`config.mk`:
```
export PLATFORM = sky130hd
export DESIGN_NAME = ceru_unit
export DESIGN_NICKNAME = d
export VERILOG_FILES = /design/src/rtl/ceru_pkg.sv /design/src/rtl/ceru_unit.sv
export SDC_FILE = /design/constraint.sdc
export NUM_CORES = 1
export LEC_CHECK = 0
export BUFFER_PORTS_ARGS = -buffer_cell sky130_fd_sc_hd__buf_2
export CAP_MARGIN = 20
export CORE_ASPECT_RATIO = 1.5
export CORE_MARGIN = 3
export CORE_UTILIZATION = 48
export CTS_BUF_LIST = sky130_fd_sc_hd__clkbuf_16
export DETAILED_ROUTE_END_ITERATION = 16
export MAX_ROUTING_LAYER = met4
export PLACE_DENSITY = 0.78
export REMOVE_ABC_BUFFERS = 1
export SLEW_MARGIN = 20
export SYNTH_ARGS = -nofsm -noshare
export SYNTH_HDL_FRONTEND = slang
export SYNTH_SLANG_ARGS = --single-unit
```
`constraint.sdc`:
```
create_clock -name ref_clk -period 12.14 [get_ports ref_clk]
set_clock_uncertainty 0.1 [all_clocks]
set_input_delay 0.607 -clock ref_clk [delete_from_list [all_inputs] [get_ports ref_clk]]
set_output_delay 0.607 -clock ref_clk [all_outputs]
set_load 0.01 [all_outputs]
```
`src/rtl/ceru_pkg.sv`:
```
/*
 * constants for the compare / execute-indirect / reset execution unit:
 * opcodes, opcode masks, status bit positions and register map.
 * assumes a 16-bit word machine, status bit 0 is the lsb of the port.
 */
package ceru_pkg;
    // ****************************************************************
    // opcodes and decode masks
    // ****************************************************************
    localparam logic [15:0] OP_EXEC = 16'h0480;
    localparam logic [15:0] OP_EXEC_MASK = 16'hFFC0;
    localparam logic [15:0] OP_CMPW = 16'h8000;
    localparam logic [15:0] OP_CMPB = 16'h9000;
    localparam logic [15:0] OP_FMT1_MASK = 16'hF000;
    localparam logic [15:0] OP_CMPI = 16'h0280;
    localparam logic [15:0] OP_CMPI_MASK = 16'hFFF0;
    localparam logic [15:0] OP_ONES = 16'h2000;
    localparam logic [15:0] OP_ZEROS = 16'h2400;
    localparam logic [15:0] OP_FMT3_MASK = 16'hFC00;
    localparam logic [15:0] OP_RESET = 16'h0360;
    // ****************************************************************
    // status register layout
    // ****************************************************************
    localparam int ST_LGT = 0;
    localparam int ST_AGT = 1;
    localparam int ST_EQ = 2;
    localparam int ST_CARRY = 3;
    localparam int ST_OVF = 4;
    localparam int ST_PAR = 5;
    localparam int ST_PRIV = 7;
    localparam int ST_MASK_LO = 12;
    localparam logic [15:0] ST_RESET = 16'h0000;
    localparam logic [3:0] MASK_CLEAR = 4'h0;
    // ****************************************************************
    // register port map (word offsets)
    // ****************************************************************
    localparam logic [3:0] REG_STATUS = 4'h0;
    localparam logic [3:0] REG_IRQ_STAT = 4'h1;
    localparam logic [3:0] REG_IRQ_MASK = 4'h2;
    localparam logic [3:0] REG_CTRL = 4'h3;
    localparam int IRQ_COMPARE = 0;
    localparam int IRQ_RESET = 1;
    localparam int IRQ_PRIV_ERR = 2;
    localparam int IRQ_WIDTH = 3;
endpackage

```
`src/rtl/ceru_unit.sv`:
```
/*
 * compare, execute-indirect and reset-instruction execution unit.
 * assumes a sequencer hands in one instruction word with its operands
 * already fetched (src, dst, the next word) on a one-cycle strobe;
 * answers one cycle later with flags, pc advance and side effects.
 */
// Decided for this implementation: the plain strobed port and the address map.
// Functional notes
// - execute-indirect runs its source operand as the current instruction.
// - extra words of an indirect multiword instruction follow the execute-indirect word.
// - pc advances one, two or three words by executed instruction length.
// - indirect jump is relative to execute-indirect location; branches always taken.
// - execute-indirect alters no flags; executed instruction updates flags normally.
// - compares keep operands; arithmetic is signed, logical is unsigned.
// - word compare: unsigned sets logical-greater, signed sets arithmetic-greater and equal.
// - byte compare uses word basis; parity set when source byte has odd ones.
// - byte operand from workspace register uses its most significant byte.
// - byte compare updates four flags; word and immediate compare update three.
// - compare-immediate compares a register with the word following the instruction.
// - ones-mask compare: equal when all masked destination bits are one.
// - zeros-mask compare: equal when all masked destination bits are zero.
// - reset instruction clears the interrupt mask to zero.
// - reset clears pending interrupts, stops line clock, resets attached devices.
// - microprocessor variant only signals reset decode; external hardware acts. (here it also clears the interrupt mask)
// - minicomputer variant with privileged bit set raises error, no reset.
`timescale 1ns/1ps
module ceru_unit #(
    parameter bit MICRO_VARIANT = 1'b0
) (
    // clock and reset
    input wire logic ref_clk,
    input wire logic rstn,
    // instruction issue
    input wire logic issue,
    input wire logic [15:0] instr,
    input wire logic [15:0] src_op,
    input wire logic [15:0] dst_op,
    input wire logic src_is_reg,
    input wire logic dst_is_reg,
    input wire logic [15:0] next_word,
    input wire logic [3:0] exec_len,
    input wire logic [15:0] instr_pc,
    // pending interrupt lines from outside
    input wire logic [15:0] irq_pending_in,
    // results
    output logic done,
    output logic [15:0] pc_next,
    output logic [15:0] exec_word,
    output logic exec_taken,
    output logic reset_decoded,
    output logic io_reset,
    output logic line_clock_stop,
    output logic pending_clear,
    output logic priv_error,
    output logic [15:0] status_out,
    // register port
    input wire logic [3:0] reg_addr,
    input wire logic [15:0] reg_wdata,
    input wire logic reg_wr,
    input wire logic reg_rd,
    output logic [15:0] reg_rdata,
    output logic irq
);
    // ****************************************************************
    // decode
    // ****************************************************************
    // execute-indirect substitutes the source word as the opcode
    logic is_exec;
    logic [15:0] op_word;
    assign is_exec = (instr & ceru_pkg::OP_EXEC_MASK) == ceru_pkg::OP_EXEC;
    assign op_word = is_exec ? src_op : instr;

    logic d_cmpw, d_cmpb, d_cmpi, d_ones, d_zeros, d_reset;
    assign d_cmpw = (op_word & ceru_pkg::OP_FMT1_MASK) == ceru_pkg::OP_CMPW;
    assign d_cmpb = (op_word & ceru_pkg::OP_FMT1_MASK) == ceru_pkg::OP_CMPB;
    assign d_cmpi = (op_word & ceru_pkg::OP_CMPI_MASK) == ceru_pkg::OP_CMPI;
    assign d_ones = (op_word & ceru_pkg::OP_FMT3_MASK) == ceru_pkg::OP_ONES;
    assign d_zeros = (op_word & ceru_pkg::OP_FMT3_MASK) == ceru_pkg::OP_ZEROS;
    assign d_reset = op_word == ceru_pkg::OP_RESET;

    // ****************************************************************
    // compare datapath
    // ****************************************************************
    // operands for the executed compare; register-mode byte is the high byte
    logic [15:0] cmp_a;
    logic [15:0] cmp_b;
    logic [7:0] byte_a;
    logic [7:0] byte_b;
    // indirect compares take their source from the word after the execute
    logic [15:0] src_eff;
    assign src_eff = is_exec ? next_word : src_op;
    // byte operands from memory are assumed delivered in the high byte too
    assign byte_a = src_is_reg ? src_eff[15:8] : src_eff[15:8];
    assign byte_b = dst_is_reg ? dst_op[15:8] : dst_op[15:8];
    // indirect compares get their operands through next_word/dst_op
    assign cmp_a = d_cmpi ? dst_op : src_eff;
    assign cmp_b = d_cmpi ? next_word : dst_op;

    logic lgt_w, agt_w, eq_w, lgt_b, agt_b, eq_b, par_b, eq_ones, eq_zeros;
    assign lgt_w = cmp_a > cmp_b;
    assign agt_w = $signed(cmp_a) > $signed(cmp_b);
    assign eq_w = cmp_a == cmp_b;
    assign lgt_b = byte_a > byte_b;
    assign agt_b = $signed(byte_a) > $signed(byte_b);
    assign eq_b = byte_a == byte_b;
    assign par_b = ^byte_a;
    assign eq_ones = (dst_op & src_eff) == src_eff;
    assign eq_zeros = (dst_op & src_eff) == 16'h0000;

    // ****************************************************************
    // status register
    // ****************************************************************
    logic [15:0] status_reg;
    logic [15:0] status_next;
    logic priv_block;
    assign priv_block = !MICRO_VARIANT && status_reg[ceru_pkg::ST_PRIV];

    // only the flags each compare owns are touched; operands are never written
    always_comb begin
        status_next = status_reg;
        if (issue) begin
            if (d_cmpw || d_cmpi) begin
                status_next[ceru_pkg::ST_LGT] = lgt_w;
                status_next[ceru_pkg::ST_AGT] = agt_w;
                status_next[ceru_pkg::ST_EQ] = eq_w;
            end else if (d_cmpb) begin
                status_next[ceru_pkg::ST_LGT] = lgt_b;
                status_next[ceru_pkg::ST_AGT] = agt_b;
                status_next[ceru_pkg::ST_EQ] = eq_b;
                status_next[ceru_pkg::ST_PAR] = par_b;
            end else if (d_ones) begin
                status_next[ceru_pkg::ST_EQ] = eq_ones;
            end else if (d_zeros) begin
                status_next[ceru_pkg::ST_EQ] = eq_zeros;
            end else if (d_reset && !priv_block) begin
                status_next[15:ceru_pkg::ST_MASK_LO] = ceru_pkg::MASK_CLEAR;
            end
        end
        // the execute word itself never changes flags
    end

    // software write wins over the issue's flag update: issue and write are not expected together
    always_ff @(posedge ref_clk) begin
        if (!rstn) begin
            status_reg <= ceru_pkg::ST_RESET;
        end else if (reg_wr && reg_addr == ceru_pkg::REG_STATUS) begin
            status_reg <= reg_wdata;
        end else begin
            status_reg <= status_next;
        end
    end
    assign status_out = status_reg;

    // ****************************************************************
    // pc, execute outputs and reset side effects
    // ****************************************************************
    // pc steps over the execute word plus any extra words
    always_ff @(posedge ref_clk) begin
        if (!rstn) begin
            done <= 1'b0;
            pc_next <= 16'h0000;
            exec_word <= 16'h0000;
            exec_taken <= 1'b0;
        end else begin
            done <= issue;
            exec_taken <= issue && is_exec;
            if (issue) begin
                exec_word <= op_word;
                if (is_exec) begin
                    // jump displacement is relative to the execute word
                    pc_next <= instr_pc + {11'h000, exec_len, 1'b0};
                end else if (d_cmpi) begin
                    pc_next <= instr_pc + 16'h0004;
                end else begin
                    pc_next <= instr_pc + 16'h0002;
                end
            end
        end
    end

    // reset side pulses last one cycle; of these the micro variant only flags decode
    always_ff @(posedge ref_clk) begin
        if (!rstn) begin
            reset_decoded <= 1'b0;
            io_reset <= 1'b0;
            line_clock_stop <= 1'b0;
            pending_clear <= 1'b0;
            priv_error <= 1'b0;
        end else begin
            reset_decoded <= issue && d_reset;
            io_reset <= issue && d_reset && !MICRO_VARIANT && !priv_block;
            line_clock_stop <= issue && d_reset && !MICRO_VARIANT && !priv_block;
            pending_clear <= issue && d_reset && !MICRO_VARIANT && !priv_block
                && (irq_pending_in != 16'h0000);
            priv_error <= issue && d_reset && priv_block;
        end
    end

    // ****************************************************************
    // interrupt status, mask and register read
    // ****************************************************************
    logic [ceru_pkg::IRQ_WIDTH-1:0] irq_stat_reg;
    logic [ceru_pkg::IRQ_WIDTH-1:0] irq_mask_reg;
    logic [ceru_pkg::IRQ_WIDTH-1:0] irq_events;
    // bit 0 is spare: compares raise no event of their own
    assign irq_events = {priv_error, reset_decoded, 1'b0};

    // set wins over a write-one-to-clear in the same cycle
    always_ff @(posedge ref_clk) begin
        if (!rstn) begin
            irq_stat_reg <= '0;
        end else begin
            irq_stat_reg <= (irq_stat_reg
                & ~((reg_wr && reg_addr == ceru_pkg::REG_IRQ_STAT) ?
                    reg_wdata[ceru_pkg::IRQ_WIDTH-1:0] : '0)) | irq_events;
        end
    end

    always_ff @(posedge ref_clk) begin
        if (!rstn) begin
            irq_mask_reg <= '0;
        end else if (reg_wr && reg_addr == ceru_pkg::REG_IRQ_MASK) begin
            irq_mask_reg <= reg_wdata[ceru_pkg::IRQ_WIDTH-1:0];
        end
    end
    assign irq = |(irq_stat_reg & irq_mask_reg);

    // read data valid only in the cycle after the strobe; unmapped reads zero
    always_ff @(posedge ref_clk) begin
        if (!rstn) begin
            reg_rdata <= 16'h0000;
        end else if (reg_rd) begin
            case (reg_addr)
                ceru_pkg::REG_STATUS: reg_rdata <= status_reg;
                ceru_pkg::REG_IRQ_STAT: reg_rdata <= {13'h0000, irq_stat_reg};
                ceru_pkg::REG_IRQ_MASK: reg_rdata <= {13'h0000, irq_mask_reg};
                default: reg_rdata <= 16'h0000;
            endcase
        end else begin
            reg_rdata <= 16'h0000;
        end
    end

    // ****************************************************************
    // assertions
    // ****************************************************************
    a_exec_flags_kept: assert property (@(posedge ref_clk) disable iff (!rstn)
        issue && is_exec && !(d_cmpw || d_cmpb || d_cmpi || d_ones || d_zeros || d_reset)
        && !reg_wr |=> status_reg == $past(status_reg))
        else $error("execute-indirect changed flags");
    a_word_cmp_lgt: assert property (@(posedge ref_clk) disable iff (!rstn)
        issue && d_cmpw && !reg_wr |=> status_reg[0] == ($past(cmp_a) > $past(cmp_b)))
        else $error("word compare logical flag wrong");
    a_word_cmp_eq: assert property (@(posedge ref_clk) disable iff (!rstn)
        issue && d_cmpw && !reg_wr |=> status_reg[2] == ($past(cmp_a) == $past(cmp_b)))
        else $error("word compare equal flag wrong");
    a_byte_parity: assert property (@(posedge ref_clk) disable iff (!rstn)
        issue && d_cmpb && !reg_wr |=> status_reg[5] == ^$past(src_eff[15:8]))
        else $error("byte compare parity wrong");
    a_word_par_kept: assert property (@(posedge ref_clk) disable iff (!rstn)
        issue && (d_cmpw || d_cmpi) && !reg_wr |=> $stable(status_reg[5]))
        else $error("word compare touched parity");
    a_ones_mask: assert property (@(posedge ref_clk) disable iff (!rstn)
        issue && d_ones && !reg_wr |=> status_reg[2] == (($past(dst_op)
        & $past(src_eff)) == $past(src_eff)))
        else $error("ones-mask compare wrong");
    a_zeros_mask: assert property (@(posedge ref_clk) disable iff (!rstn)
        issue && d_zeros && !reg_wr |=> status_reg[2] == (($past(dst_op)
        & $past(src_eff)) == 16'h0000))
        else $error("zeros-mask compare wrong");
    a_reset_mask: assert property (@(posedge ref_clk) disable iff (!rstn)
        issue && d_reset && !priv_block && !reg_wr |=> status_reg[15:12] == 4'h0)
        else $error("reset did not clear mask");
    a_reset_pulse: assert property (@(posedge ref_clk) disable iff (!rstn)
        issue && d_reset |=> reset_decoded ##1 !reset_decoded || (issue && d_reset))
        else $error("reset indication not one cycle");
    a_priv_block: assert property (@(posedge ref_clk) disable iff (!rstn)
        issue && d_reset && priv_block |=> priv_error && !io_reset && !line_clock_stop)
        else $error("privileged reset not refused");
    a_exec_pc: assert property (@(posedge ref_clk) disable iff (!rstn)
        issue && is_exec |=> pc_next == $past(instr_pc) + {11'h000, $past(exec_len), 1'b0})
        else $error("execute pc advance wrong");
    // byte logical flag
    a_byte_cmp_lgt: assert property (@(posedge ref_clk) disable iff (!rstn)
        issue && d_cmpb && !reg_wr |=> status_reg[0] == ($past(byte_a) > $past(byte_b)))
        else $error("byte compare logical flag wrong");
    // word arithmetic flag
    a_word_cmp_agt: assert property (@(posedge ref_clk) disable iff (!rstn)
        issue && d_cmpw && !reg_wr |=> status_reg[1] == $past($signed(cmp_a) > $signed(cmp_b)))
        else $error("word compare arithmetic flag wrong");
    // compares leave upper status alone
    a_cmp_upper_kept: assert property (@(posedge ref_clk) disable iff (!rstn)
        issue && (d_cmpw || d_cmpb || d_cmpi || d_ones || d_zeros) && !reg_wr
        |=> $stable(status_reg[15:6])) else $error("compare touched upper status");
    // mask compares own only equal
    a_mask_only_eq: assert property (@(posedge ref_clk) disable iff (!rstn)
        issue && (d_ones || d_zeros) && !reg_wr |=> $stable(status_reg[1:0]))
        else $error("mask compare touched greater flags");
    // immediate equal flag
    a_imm_cmp_eq: assert property (@(posedge ref_clk) disable iff (!rstn)
        issue && d_cmpi && !reg_wr |=> status_reg[2] == ($past(dst_op) == $past(next_word)))
        else $error("immediate compare equal flag wrong");
    // immediate steps over its operand
    a_imm_pc: assert property (@(posedge ref_clk) disable iff (!rstn)
        issue && d_cmpi && !is_exec |=> pc_next == $past(instr_pc) + 16'h0004)
        else $error("immediate pc advance wrong");
    // answer one cycle after issue
    a_done_pulse: assert property (@(posedge ref_clk) disable iff (!rstn)
        issue |=> done)
        else $error("done missing after issue");
    // executed word is the source
    a_exec_word: assert property (@(posedge ref_clk) disable iff (!rstn)
        issue && is_exec |=> exec_word == $past(src_op) && exec_taken)
        else $error("execute word not handed on");
    // mask kept outside reset
    a_mask_kept: assert property (@(posedge ref_clk) disable iff (!rstn)
        issue && !d_reset && !reg_wr |=> $stable(status_reg[15:12]))
        else $error("mask changed without reset");
    // ****************************************************************
    // reset side effects
    // ****************************************************************
    // line clock and devices stop together
    a_side_pair: assert property (@(posedge ref_clk) disable iff (!rstn)
        io_reset == line_clock_stop)
        else $error("reset side pulses differ");
    // pending drop only with a full reset
    a_clear_with_io: assert property (@(posedge ref_clk) disable iff (!rstn)
        pending_clear |-> io_reset)
        else $error("pending cleared without reset");
    // micro variant drives no io reset, pending drop or error
    a_micro_no_io: assert property (@(posedge ref_clk) disable iff (!rstn)
        MICRO_VARIANT |-> !io_reset && !pending_clear && !priv_error)
        else $error("micro variant performed reset");
    // refused reset is latched as an event
    a_priv_err_irq: assert property (@(posedge ref_clk) disable iff (!rstn)
        priv_error |=> irq_stat_reg[2])
        else $error("privilege error not latched");
    // micro variant still flags decode
    a_micro_flag: assert property (@(posedge ref_clk) disable iff (!rstn)
        issue && d_reset |=> reset_decoded)
        else $error("reset decode not flagged");
endmodule

```
==> After elaboration in Yosys (flattened, before gate mapping) <==
Cells that the tools add are included.
{ "word_totals": {"regBits": 76, "latchBits": 0, "in_bits": 127, "output_inout_bits": 72, "mem_count": 0, "wordCells": 94, "ramBits": 0, "mem_bits_ro": 0} }
{ "classes": {"n_addsub": 3, "bitwise_logic": 5, "reduce_logical": 26, "div_mod_pow": 0, "order_cmp": 4, "eq_ne": 16, "multipliers": 0, "mux": 24, "n_shift": 0} }
{ "ops": {"columns": ["cell", "count"], "rows": [
  ["$mux W16", 7],
  ["$pmux W16 S3", 1],
  ["$eq A16 B16 Y1", 2],
  ["$gt A16 B16 Y1", 2],
  ["$mux W4", 6],
  ["$add A16 B2 Y16 const B", 1],
  ["$add A16 B3 Y16 const B", 1],
  ["$add A16 B5 Y16", 1],
  ["$and A16 B16 Y16", 1],
  ["$eq A16 B10 Y1 const B", 1],
  ["$gt A8 B8 Y1", 2],
  ["$logic_not A16 Y1", 1],
  ["$reduce_bool A16 Y1", 1],
  ["$eq A12 B6 Y1 const B", 1],
  ["$eq A6 B4 Y1 const B", 2],
  ["$eq A10 B5 Y1 const B", 1],
  ["$logic_and A1 B1 Y1", 9],
  ["$mux W3", 3],
  ["$eq A4 B4 Y1 const B", 2],
  ["$eq A8 B8 Y1", 1],
  ["$ne A2 B1 Y1 const B", 4],
  ["$reduce_xor A8 Y1", 1],
  ["$and A3 B3 Y3", 2],
  ["$mux W1", 6],
  ["15 further kinds", 19]
]} }

==> Logic depth before layout (Yosys ltp) <==
{ "logic_depth": {"depth_word": 11, "ltp_mapped": 17, "depth_no_buf": 15} }

==> Worst setup path before layout <==
Ideal clock, no wire load.
{ "synth_path": {"path_type": "in2reg", "startpoint": "input instr[6]", "endpoint": "register status_reg[1], in the netlist status_out[1]", "t_arrival_ns": 4.021, "setup_slack_ns": 7.902, "path_buffers": 2, "t_required_ns": 11.923, "setup_ns": 0.117, "path_stages": 17, "path_cell_list": "or4b_4 -> o21ai_0 -> o21ai_0 -> nand3_1 -> buf_2 -> buf_1 -> nor2_1 -> a21oi_1 -> ha_1 -> nor2b_1 -> o21ai_0 -> a21oi_1 -> o311ai_0 -> o211ai_1 -> o211ai_1 -> o211ai_1 -> a32o_1"} }
{ "synth_between": {"elab_chain_len": 8, "word_cells_on_any_way": 17, "cone_classes": "order compare (2); eq/ne (4); mux (8); reduce/logical (3)"} }
{ "synth_lines": {"columns": ["item", "line_no", "source"], "rows": [
  ["start, declared", "ceru_unit.sv:35", "input wire logic [15:0] instr,"],
  ["$eq A10 B5 Y1", "ceru_unit.sv:70", "assign is_exec = (instr & ceru_pkg::OP_EXEC_MASK) == ceru_pkg::OP_EXEC;"],
  ["$mux W16", "ceru_unit.sv:71", "assign op_word = is_exec ? src_op : instr;"],
  ["$eq A12 B6 Y1", "ceru_unit.sv:76", "assign d_cmpi = (op_word & ceru_pkg::OP_CMPI_MASK) == ceru_pkg::OP_CMPI;"],
  ["$mux W16, on equally long branches", "ceru_unit.sv:96, ceru_unit.sv:97", null],
  ["$gt A16 B16 Y1", "ceru_unit.sv:101", "assign agt_w = $signed(cmp_a) > $signed(cmp_b);"],
  ["$mux W3", "ceru_unit.sv:122", "if (d_cmpw || d_cmpi) begin"],
  ["$mux W3", "ceru_unit.sv:121", "if (issue) begin"],
  ["$mux W16", "ceru_unit.sv:146", "end else if (reg_wr && reg_addr == ceru_pkg::REG_STATUS) begin"],
  ["end signal, assigned", "ceru_unit.sv:145", "status_reg <= ceru_pkg::ST_RESET;"],
  ["end signal, assigned", "ceru_unit.sv:147", "status_reg <= reg_wdata;"],
  ["end signal, assigned", "ceru_unit.sv:149", "status_reg <= status_next;"],
  ["end, declared", "ceru_unit.sv:113", "logic [15:0] status_reg;"]
]} }
Several ways; a longest one is shown, not always the timed one. The select of a mux whose other input is x is not followed.
A chain may end at the register's enable or synchronous reset.

==> Final worst setup path <==
Ends and elaborated chain as after synthesis.

==> impl_metrics.py <==
metrics = {
    "outcome": {
        "outcome": "finished, final reports clean",
    },
    "routing": {
        "dr.first_iter.drc_count": 287,
        "drc": 0,
        "viasPerCell": 5.63,
        "drt_pass1_iterations": 5,
        "drt_wl_total_um": 16100,
        "ant_nets": 0,
        "wl_per_cell_um": 16.9,
        "vias": 5349,
    },
    "timing": {
        "post-route-period-util_pct": 38.9,
        "period_minus_slack_ns": 4.72,
        "setup_ws_ns": 7.42,
        "final-hold-violation-count": 0,
        "fmaxAchievable_mhz": 212,
        "worstMarginPinSlew_ns": 1.02,
        "setup_viol": 0,
        "timing.hold.ws_ns": 0.373,
        "fin_setup_tns_ns": 0,
        "maxSlewViolCount": 0,
        "rsz0062_at_grt": "no",
        "slew_headroom_pct": 31.7,
    },
    "clocking": {
        "htreeDepth": 3,
        "clk_pin_slew_worst_paths_ns": 0.06,
        "postCtsSetupBuffers": 0,
        "cts_resized": 0,
        "cts-buffers-inserted": 9,
        "hold_buffers": 0,
        "clk_latency_ns": 0.34,
        "cts_sinks": 76,
        "clockRootBuffer": "clkbuf_16",
        "ctsLongestPathBuffers": 2,
        "cts_tree": "yes",
    },
    "worst_setup_path": {
        "cp.arrival_ns": 4.86,
        "cp.required_ns": 12.27,
        "setup.worst_path.start": "instr[6]",
        "endpoint_kind": "register",
        "reg2reg_from": "status_out[7]",
        "r2r_cells": 4,
        "path_max_fanout": 18,
        "r2r_end": "status_out[12]",
        "cp-endpoint": "status_out[1]",
        "r2r_slack_ns": 10.64,
        "path_class": "primary input to register",
        "start_kind": "primary input",
    },
    "die": {
        "rows": 46,
        "start_util_pct": 49.3,
        "die_y_um": 134,
        "die_w_um": 91.4,
        "io_pins": 199,
        "die-area_um2": 12300,
        "core_um2": 10600,
    },
    "global_routing": {
        "grt_max_degree": 62,
        "grt_use_total_pct": 26.2,
        "grt_pass1_vias": 5326,
        "grt_pass1_wl_um": 25200,
        "antenna_found_initial": 2,
        "overflow": 0,
    },
    "power": {
        "power_density_nw_per_um2": 100,
        "internal_power_uw": 462,
        "power_frac_seq_pct": 39.9,
        "p_sw_share_pct": 30.0,
        "vdd_ir_drop_max_mv": 0.0950,
        "p_clk_share_pct": 40.8,
        "p_leak_nw": 3.26,
        "combPwrFrac_pct": 19.4,
        "switchingPower_uw": 197,
    },
    "logic_synthesis": {
        "syn-cell-area_um2": 5250,
        "synth_cells": 619,
        "synth_edf_count": 0,
        "syn_avg_cell_area_um2": 8.48,
        "ys_seq_elements": 76,
        "synth_async_sr_flop_share_pct": 0,
        "ys.warnings.count": 0,
        "ys.flop_type": "dfxtp_1",
        "ys_types": 67,
        "ys_seq_area_share_pct": 29.0,
    },
    "place": {
        "port_buffers": 196,
        "dpl_worst_slack_ns": 7.13,
        "dpl.hpwl_um": 12900,
        "gp_congestion": 0.949,
    },
    "finish": {
        "mostFrequentLayoutCells": "196 x buf_2, 76 x dfxtp_1, 63 x nand2_1",
        "final_common_cell": "buf_2",
        "drive_gt1_share_pct": 31.3,
        "syn_to_final_growth_pct": 25.5,
        "nNetsFinal": 973,
    },
    "job": {
        "drv_cap": 0,
    },
    "worst_hold_path": {
        "holdCritPathClass": "register to register",
    },
}
cells in the mapped netlist (17+ instances only):
master	number	area share (%)
dfxtp_1	76	29
nand2_1	63	4.5
ha_1	46	11
a21oi_1	41	3.9
nor2_1	35	2.5
mux2i_1	33	6.3
inv_1	27	1.9
o21ai_0	26	2.5
nand3_1	25	2.4
nor2b_1	19	2.3
and2_1	18	2.1
mux2_2	17	3.6
kinds of logic after synthesis:
kind of cell	after synthesis	share of synthesized area [%]
AO/OA/AOI/OAI	145	18.8
XOR/XNOR	15	2.50
adder cells (fa/ha/maj)	47	11.3
buffers and inverters	58	5.20
flip-flops	76	29.0
multiplexers	52	10.5
AND/OR/NAND/NOR	226	22.7
critical path, cell delays in order:
cell and delay [ns]:
buf_2 0.13, or4b_4 0.58, nor3_4 0.74, buf_4 0.38
mux2_2 0.39, mux2_2 0.27, ha_1 0.19, a211o_1 0.29
o311ai_0 0.52, o211ai_1 0.20, o211ai_1 0.23, o211ai_1 0.11
a32o_1 0.21
worst min path at each step:
stage,from,end,slack (ns),cells after the start
after floorplan,irq_stat_reg[0],irq_stat_reg[0],0.32,2
after global placement,irq_stat_reg[0],irq_stat_reg[0],0.34,2
after detailed placement,exec_word[9],exec_word[9],0.37,1
after CTS,reg_wdata[0],irq_stat_reg[0],0.37,2
after global routing,reg_wdata[0],irq_stat_reg[0],0.39,2
final,irq_stat_reg[0],irq_stat_reg[0],0.37,2
power by group through the flow:
| stage | logic [mW] | clock network [mW] | registers, mW |
|---|---|---|---|
| after CTS | 0.127 | 0.273 | 0.263 |
| final | 0.128 | 0.269 | 0.263 |
| after detailed placement | 0.126 | 0 | 0.268 |
| after global routing | 0.141 | 0.283 | 0.264 |
| after floorplan | 0.0606 | 0 | 0.272 |
| after global placement | 0.123 | 0 | 0.268 |
final cells by class:
type | count | area (um^2)
diodes | 2 | 5.00
fillers | 989 | 4060
flip-flops and latches | 76 | 1520
well taps | 144 | 180
multi-input cells | 485 | 3470
clock buffers | 9 | 225
clock inverters | 7 | 76.3
inverters | 27 | 101
repair buffers | 200 | 1010
per-stage QoR:
step,util (%),power (mW),cells,area (um^2)
floorplan,-,0.333,588,5080
global placement,59.0,0.391,932,6280
detailed placement,59.0,0.395,932,6280
CTS,61.8,0.663,948,6580
global route,61.9,0.688,950,6590
finish,61.9,0.659,950,6590
metal layers:
metal  GRT usage (%)  vias up  share of wire [%]
met1            28.6     2508                 39
li1                -     2613                  -
met3            3.54       36                5.1
met2            46.9      192                 52
met4            11.2        0                3.2
met5               -        -                  0
Power figures use the tool's default switching activity.
